<file path="src/pkg/per_defs.vh">
`ifndef PER_DEFS_VH
`define PER_DEFS_VH

// ==========================================================
// Register offsets.
`define PER_UNC_STAT_OFS   12'h104
`define PER_UNC_SEV_OFS    12'h10c
`define PER_COR_STAT_OFS   12'h110
`define PER_COR_MASK_OFS   12'h114
`define PER_CAPS_OFS       12'h118
`define PER_HLOG0_OFS      12'h11c
`define PER_HLOG1_OFS      12'h120
`define PER_HLOG2_OFS      12'h124
`define PER_HLOG3_OFS      12'h128
`define PER_IRQ_STAT_OFS   12'h130
`define PER_IRQ_MASK_OFS   12'h134

// ==========================================================
// Implemented bits and reset values.
`define PER_UNC_VALID      32'h001f_f011
`define PER_UNC_SEV_RST    32'h0006_2011
`define PER_COR_VALID      32'h0000_31c1
`define PER_COR_MASK_RST   32'h0000_2000
`define PER_ZERO32         32'h0000_0000

// ==========================================================
// Capability and control field positions.
`define PER_FEP_MSB        4
`define PER_FEP_LSB        0
`define PER_GEN_CAP_BIT    5
`define PER_GEN_EN_BIT     6
`define PER_CHK_CAP_BIT    7
`define PER_CHK_EN_BIT     8
`define PER_FEP_RST        5'h00

// ==========================================================
// Interrupt status layout.
`define PER_IRQ_COR_BIT    0
`define PER_IRQ_NF_BIT     1
`define PER_IRQ_FAT_BIT    2
`define PER_IRQ_W          3
`define PER_IRQ_RST        3'h0

`endif

</file>
<file path="src/design/per_regs.v">
`include "per_defs.vh"

module per_regs (
  input  wire         clk_i,
  input  wire         rst_n_i,
  input  wire         link_rst_i,
  input  wire         psel_i,
  input  wire         penable_i,
  input  wire         pwrite_i,
  input  wire [11:0]  paddr_i,
  input  wire [31:0]  pwdata_i,
  output reg          pready_o,
  output reg  [31:0]  prdata_o,
  output reg          pslverr_o,
  input  wire [31:0]  unc_evt_i,
  input  wire [31:0]  cor_evt_i,
  input  wire         hdr_valid_i,
  input  wire [127:0] hdr_i,
  output reg          msg_cor_o,
  output reg          msg_nonfatal_o,
  output reg          msg_fatal_o,
  output reg          ecrc_gen_en_o,
  output reg          ecrc_chk_en_o,
  output reg          irq_o
);

  // ==========================================================
  // State.
  reg  [31:0]  unc_stat_q;
  reg  [31:0]  unc_sev_q;
  reg  [31:0]  cor_stat_q;
  reg  [31:0]  cor_mask_q;
  reg  [4:0]   fep_q;
  reg          fep_lock_q;
  reg          gen_en_q;
  reg          chk_en_q;
  reg  [127:0] hlog_q;
  reg  [2:0]   irq_stat_q;
  reg  [2:0]   irq_mask_q;

  reg  [31:0]  unc_stat_d;
  reg  [31:0]  cor_stat_d;
  reg  [2:0]   irq_stat_d;
  reg  [31:0]  rdata;
  reg          hit;
  reg  [4:0]   first_pos;
  reg          first_hit;
  integer      i;

  wire         setup_acc = psel_i & penable_i & ~pready_o;
  wire         wr_done   = psel_i & penable_i & pready_o & pwrite_i;
  wire [31:0]  unc_evt   = unc_evt_i & `PER_UNC_VALID;
  wire [31:0]  cor_evt   = cor_evt_i & `PER_COR_VALID;
  wire [31:0]  cor_live  = cor_evt & ~cor_mask_q;
  wire         unc_any   = |unc_evt;
  wire         fat_any   = |(unc_evt & unc_sev_q);
  wire         nf_any    = |(unc_evt & ~unc_sev_q);
  wire         cor_any   = |cor_live;
  wire         fep_take  = unc_any & ~fep_lock_q;
  wire         log_take  = hdr_valid_i & ~fep_lock_q & (unc_any | cor_any);
  wire [31:0]  w1c       = pwdata_i;

  // ==========================================================
  // Lowest pending uncorrectable position.
  always @* begin
    first_pos = `PER_FEP_RST;
    first_hit = 1'b0;
    for (i = 31; i >= 0; i = i - 1) begin
      if (unc_evt[i]) begin
        first_pos = i[4:0];
        first_hit = 1'b1;
      end
    end
  end

  // ==========================================================
  // Status next values; an event in the clearing cycle wins.
  always @* begin
    unc_stat_d = unc_stat_q;
    cor_stat_d = cor_stat_q;
    irq_stat_d = irq_stat_q;
    if (wr_done && paddr_i == `PER_UNC_STAT_OFS) begin
      unc_stat_d = unc_stat_q & ~w1c;
    end
    if (wr_done && paddr_i == `PER_COR_STAT_OFS) begin
      cor_stat_d = cor_stat_q & ~w1c;
    end
    if (wr_done && paddr_i == `PER_IRQ_STAT_OFS) begin
      irq_stat_d = irq_stat_q & ~w1c[2:0];
    end
    unc_stat_d = (unc_stat_d | unc_evt) & `PER_UNC_VALID;
    cor_stat_d = (cor_stat_d | cor_evt) & `PER_COR_VALID;
    irq_stat_d[`PER_IRQ_COR_BIT] = irq_stat_d[`PER_IRQ_COR_BIT] | cor_any;
    irq_stat_d[`PER_IRQ_NF_BIT]  = irq_stat_d[`PER_IRQ_NF_BIT] | nf_any;
    irq_stat_d[`PER_IRQ_FAT_BIT] = irq_stat_d[`PER_IRQ_FAT_BIT] | fat_any;
  end

  // ==========================================================
  // Sticky registers, cleared only by the power reset.
  always @(posedge clk_i) begin
    if (!rst_n_i) begin
      unc_stat_q <= `PER_ZERO32;
      unc_sev_q  <= `PER_UNC_SEV_RST;
      cor_stat_q <= `PER_ZERO32;
      cor_mask_q <= `PER_COR_MASK_RST;
      fep_q      <= `PER_FEP_RST;
      fep_lock_q <= 1'b0;
      gen_en_q   <= 1'b0;
      chk_en_q   <= 1'b0;
      hlog_q     <= {4{`PER_ZERO32}};
    end else begin
      unc_stat_q <= unc_stat_d;
      cor_stat_q <= cor_stat_d;
      if (wr_done && paddr_i == `PER_UNC_SEV_OFS) begin
        unc_sev_q <= pwdata_i & `PER_UNC_VALID;
      end
      if (wr_done && paddr_i == `PER_COR_MASK_OFS) begin
        cor_mask_q <= pwdata_i & `PER_COR_VALID;
      end
      if (wr_done && paddr_i == `PER_CAPS_OFS) begin
        gen_en_q <= pwdata_i[`PER_GEN_EN_BIT];
        chk_en_q <= pwdata_i[`PER_CHK_EN_BIT];
      end
      if (fep_take && first_hit) begin
        fep_q      <= first_pos;
        fep_lock_q <= 1'b1;
      end else if (fep_lock_q && !unc_stat_d[fep_q]) begin
        fep_lock_q <= 1'b0;
      end
      if (log_take) begin
        hlog_q <= hdr_i;
      end
    end
  end

  // ==========================================================
  // Messages and interrupt; cleared by either reset.
  always @(posedge clk_i) begin
    if (!rst_n_i || link_rst_i) begin
      msg_cor_o      <= 1'b0;
      msg_nonfatal_o <= 1'b0;
      msg_fatal_o    <= 1'b0;
      irq_stat_q     <= `PER_IRQ_RST;
      irq_mask_q     <= `PER_IRQ_RST;
      irq_o          <= 1'b0;
    end else begin
      msg_cor_o      <= cor_any;
      msg_nonfatal_o <= nf_any;
      msg_fatal_o    <= fat_any;
      irq_stat_q     <= irq_stat_d;
      if (wr_done && paddr_i == `PER_IRQ_MASK_OFS) begin
        irq_mask_q <= pwdata_i[2:0];
      end
      irq_o <= |(irq_stat_d & ~irq_mask_q);
    end
  end

  always @(posedge clk_i) begin
    if (!rst_n_i) begin
      ecrc_gen_en_o <= 1'b0;
      ecrc_chk_en_o <= 1'b0;
    end else begin
      ecrc_gen_en_o <= gen_en_q;
      ecrc_chk_en_o <= chk_en_q;
    end
  end

  // ==========================================================
  // Read decode.
  always @* begin
    rdata = `PER_ZERO32;
    hit   = 1'b1;
    case (paddr_i)
      `PER_UNC_STAT_OFS: rdata = unc_stat_q;
      `PER_UNC_SEV_OFS:  rdata = unc_sev_q;
      `PER_COR_STAT_OFS: rdata = cor_stat_q;
      `PER_COR_MASK_OFS: rdata = cor_mask_q;
      `PER_CAPS_OFS: begin
        rdata[`PER_FEP_MSB:`PER_FEP_LSB] = fep_q;
        rdata[`PER_GEN_CAP_BIT] = 1'b1;
        rdata[`PER_GEN_EN_BIT]  = gen_en_q;
        rdata[`PER_CHK_CAP_BIT] = 1'b1;
        rdata[`PER_CHK_EN_BIT]  = chk_en_q;
      end
      `PER_HLOG0_OFS:    rdata = hlog_q[31:0];
      `PER_HLOG1_OFS:    rdata = hlog_q[63:32];
      `PER_HLOG2_OFS:    rdata = hlog_q[95:64];
      `PER_HLOG3_OFS:    rdata = hlog_q[127:96];
      `PER_IRQ_STAT_OFS: rdata = {29'h0000_0000, irq_stat_q};
      `PER_IRQ_MASK_OFS: rdata = {29'h0000_0000, irq_mask_q};
      default:           hit   = 1'b0;
    endcase
  end

  // ==========================================================
  // APB slave with one wait state.
  always @(posedge clk_i) begin
    if (!rst_n_i) begin
      pready_o  <= 1'b0;
      prdata_o  <= `PER_ZERO32;
      pslverr_o <= 1'b0;
    end else begin
      pready_o  <= setup_acc;
      pslverr_o <= setup_acc & ~hit;
      if (setup_acc && !pwrite_i) begin
        prdata_o <= rdata;
      end
    end
  end

endmodule

</file>
<file path="config.mk">
export PLATFORM = sky130hd
export DESIGN_NAME = per_regs
export DESIGN_NICKNAME = d
export VERILOG_FILES = /design/src/design/per_regs.v
export VERILOG_INCLUDE_DIRS = /design/src /design/src/pkg
export SDC_FILE = /design/constraint.sdc
export NUM_CORES = 1
export LEC_CHECK = 0
export ABC_AREA = 1
export BUFFER_PORTS_ARGS = -buffer_cell sky130_fd_sc_hd__buf_2
export CORE_MARGIN = 4
export CORE_UTILIZATION = 25
export CTS_BUF_LIST = sky130_fd_sc_hd__clkbuf_16
export CTS_CLUSTER_SIZE = 30
export DETAILED_ROUTE_END_ITERATION = 10
export GPL_TIMING_DRIVEN = 0
export PLACE_DENSITY_LB_ADDON = 0.25
export SYNTH_ARGS = -nofsm -noshare
export SYNTH_HDL_FRONTEND = slang
export SYNTH_SLANG_ARGS = --single-unit
</file>
<file path="constraint.sdc">
create_clock -name clk_i -period 2 [get_ports clk_i]
set_input_delay 0.2 -clock clk_i [delete_from_list [all_inputs] [get_ports clk_i]]
set_output_delay 0.2 -clock clk_i [all_outputs]
set_load 0.05 [all_outputs]
</file>
==> run metrics <==
clk slew on worst S/H paths 60 ps; Routed Antenna Nets 0; CP Cell Sequence dlygate4sd3_1, buf_2, inv_1, o22ai_1, nor3_2, buf_4, nand2_1, nand3_4, buf_6, buf_4, o21ai_0, nor2_1; Slowest-stage cell, CP dlygate4sd3_1; hold_ws -29.7 ps; Worst Path Required 2400 ps; post-synth top area share 46.0%; DR WL/cell 18.1 µm; clk sinks 216; hold crit path type in -> reg; initial antenna violation count 0; FP Rows 70; post-synthesis net count 1520; number of DRC markers in iteration 0 638; RSZ-0062 raised after global routing yes; register area 4330 µm²; share of layout cells above drive strength 1 20.7%; CTS max path bufs 3; port bufs 219; clk root buf clkbuf_16; Final Power 11.0 mW; Placed Instances 2000; sequential share of the synthesized area 46.0%; TritonRoute pass-1 iters 5; hpwl dp 31000 µm; worst stage delay on the critical path 520 ps; final instance area 13500 µm²; Vias 10.1k; GPL Wtd Cong 0.856; DIE AREA 40800 µm²; Internal Power 8.22 mW; vias in the first global route 9993; PwrDens 815 nW/µm²; Gate power share 11.9%; switching part of the total 25.1%; GRT Total Usage 18.7%; Yosys top cell by area dfxtp_1; Finished Layout Cells 2184; Distinct cells, synth 34; relative slew slack 38.6%; Final min period 2040 ps; Final Cycle Share 102%; peak supply drop 0.609 mV; Die X 202 µm; clock power share 45.1%; Skew-Pair Late Insertion Delay 530 ps; largest net degree at the start of global routing 13; Post-Syn Area 9400 µm²; die height 202 µm; worst-path fanout max 10; area of the multi-input gates 4240 µm²; Initial Util 25.5%; H-tree levels 1; Max Clk Rate 490 MHz; CP arrival 2440 ps; area post-placement 11100 µm²; final net count 1905; # setup viols final 1; Num CTS Buffers 26; syn avg cell area 7.36 µm²; Leak 5.88 nW; ant diodes 0; top cells by area, synth dfxtp_1 (46%), nor2_1 (9.3%), o21ai_0 (8.3%); Routed Wire Length 39600 µm; CP Capture Type flip-flop; max-capacitance violation count 0; first-pass GRT wire length 59100 µm; Setup WS pre-CTS -468 ps; total grt overflow 0; Final Worst Setup Slack -40.1 ps; failing checks hold timing, setup timing; drt via density 4.63; most used cell along the critical path buf_4; outcome complete, but fails checks; Switching Power 2.76 mW; Filler Cells Inserted 4009; DRC 0; synth-to-layout area growth 43.2%; Flop pwr share 43.0%; post-synthesis register bit count 216; critical path type in -> reg; Post-Syn Instances 1277; Max Slew Vio Count 0; num ports 283; YS warnings 0; critical path launch point type input pin; CTS tree yes; core box area 36900 µm²; Slew @ Worst Pin 920 ps; Hold Vio Cnt, Final 3; worst clock skew 7.95 ps
cells in the final DEF, fill, tap and decap left out, drive strengths merged:
cell type / n
buf: 263
dlygate4sd3: 134
clkinv: 12
a31oi: 1
inv: 125
nand3: 85
nand2: 138
nor2: 246
o21ai: 184
a22oi: 1
o31ai: 11
a21oi: 101
a22o: 17
a211oi: 6
a221oi: 8
o211ai: 9
bufinv: 5
dfxtp: 216
nand4: 18
clkbuf: 60
nor4: 1
clkinvlp: 2
a21o: 1
nor3: 9
o22ai: 27
cell usage after synthesis (all sizes together):
library cell and number:
a211oi 6, a21o 1, a21oi 101, a221oi 8, a22o 17, a22oi 1
a31oi 1, buf 40, clkbuf 33, clkinv 2, dfxtp 216, inv 123
nand2 138, nand3 85, nand4 18, nor2 246, nor3 9, nor4 1
o211ai 9, o21ai 184, o22ai 27, o31ai 11
power by group through the flow:
stage | Clock [mW] | Combinational [mW] | Sequential, mW
6_report | 4.95 | 1.31 | 4.71
5_1_grt | 5.21 | 1.46 | 4.74
4_1_cts | 5.04 | 1.30 | 4.71
3_5_place_dp | 0 | 1.09 | 4.81
3_3_place_gp | 0 | 1.08 | 4.80
2_1_floorplan | 0 | 0.614 | 4.77
registers in the layout, indices dropped and copies added, names as in the netlist:
| signal | count |
|---|---|
| pslverr_o | 1 |
| prdata_o | 32 |
| chk_en_q | 1 |
| hlog_q | 128 |
| ecrc_gen_en_o | 1 |
| gen_en_q | 1 |
| unc_stat_q | 11 |
| cor_mask_q | 6 |
| irq_mask_q | 3 |
| ecrc_chk_en_o | 1 |
| cor_stat_q | 6 |
| msg_cor_o | 1 |
| msg_fatal_o | 1 |
| irq_stat_q | 3 |
| msg_nonfatal_o | 1 |
| fep_q | 5 |
| irq_o | 1 |
| unc_sev_q | 11 |
| pready_o | 1 |
| fep_lock_q | 1 |
cell families (layout without fill, tap and decap cells):
group	after synthesis	count (layout)	share of synthesized area (%)
AND/OR/NAND/NOR	497	497	23.1
flip-flops	216	216	46.0
buffers and inverters	198	601	9.25
AO/OA/AOI/OAI	366	366	21.6
layout make-up:
cell class	instances	share of cell area, %
Buffer	73	3.07
Clock buffer	27	5.02
Clock inverter	19	1.64
Inverter	125	3.51
Multi-Input combinational cell	863	31.5
Sequential cell	216	32.1
Tap cell	504	4.69
Timing Repair Buffer	357	18.5
critical path, delay by kind of cell:
kind | cells | cell delay [ps]
buffers and inverters | 6 | 1230
AO/OA/AOI/OAI | 2 | 570
AND/OR/NAND/NOR | 4 | 420
path summary, 6_finish.rpt:
check,slack [ps],endpoint,cells past startpoint,startpoint
max,-40,hlog_q[65]$_SDFFE_PN0P_,12,cor_evt_i[13]
min,-30,hlog_q[37]$_SDFFE_PN0P_,3,hdr_i[37]
max reg2reg,-40,hlog_q[65]$_SDFFE_PN0P_,9,cor_mask_q[6]$_SDFFE_PN0P_
min reg2reg,430,ecrc_gen_en_o$_SDFF_PN0_,2,gen_en_q$_SDFFE_PN0P_
through the flow:
stage | setup TNS [ps] | utilization [%]
after floorplan | 0 | -
after global placement | -32220 | 30.2
after detailed placement | -32490 | 30.2
after CTS | 0 | 36.3
after global routing | -349 | 36.5
final | -40.1 | 36.5
metal layers:
metal  part of all wire, %  global-route usage [%]  up-vias
met2                    46                    31.3      310
met5                     0                       0        -
met3                   5.7                    2.76       53
met1                    45                    25.2     4686
met4                   3.0                    5.27        0
li1                      -                       -     5057
repair_timing:
action | in CTS | in global routing
endpoints found under the hold margin | 137 | 2
pin swaps | 0 | 5
setup buffers | 0 | 4
gates resized for setup | 6 | 22
endpoints found under the setup margin | 160 | 130
hold buffers | 132 | 2
(Power assumes the default switching activity.)
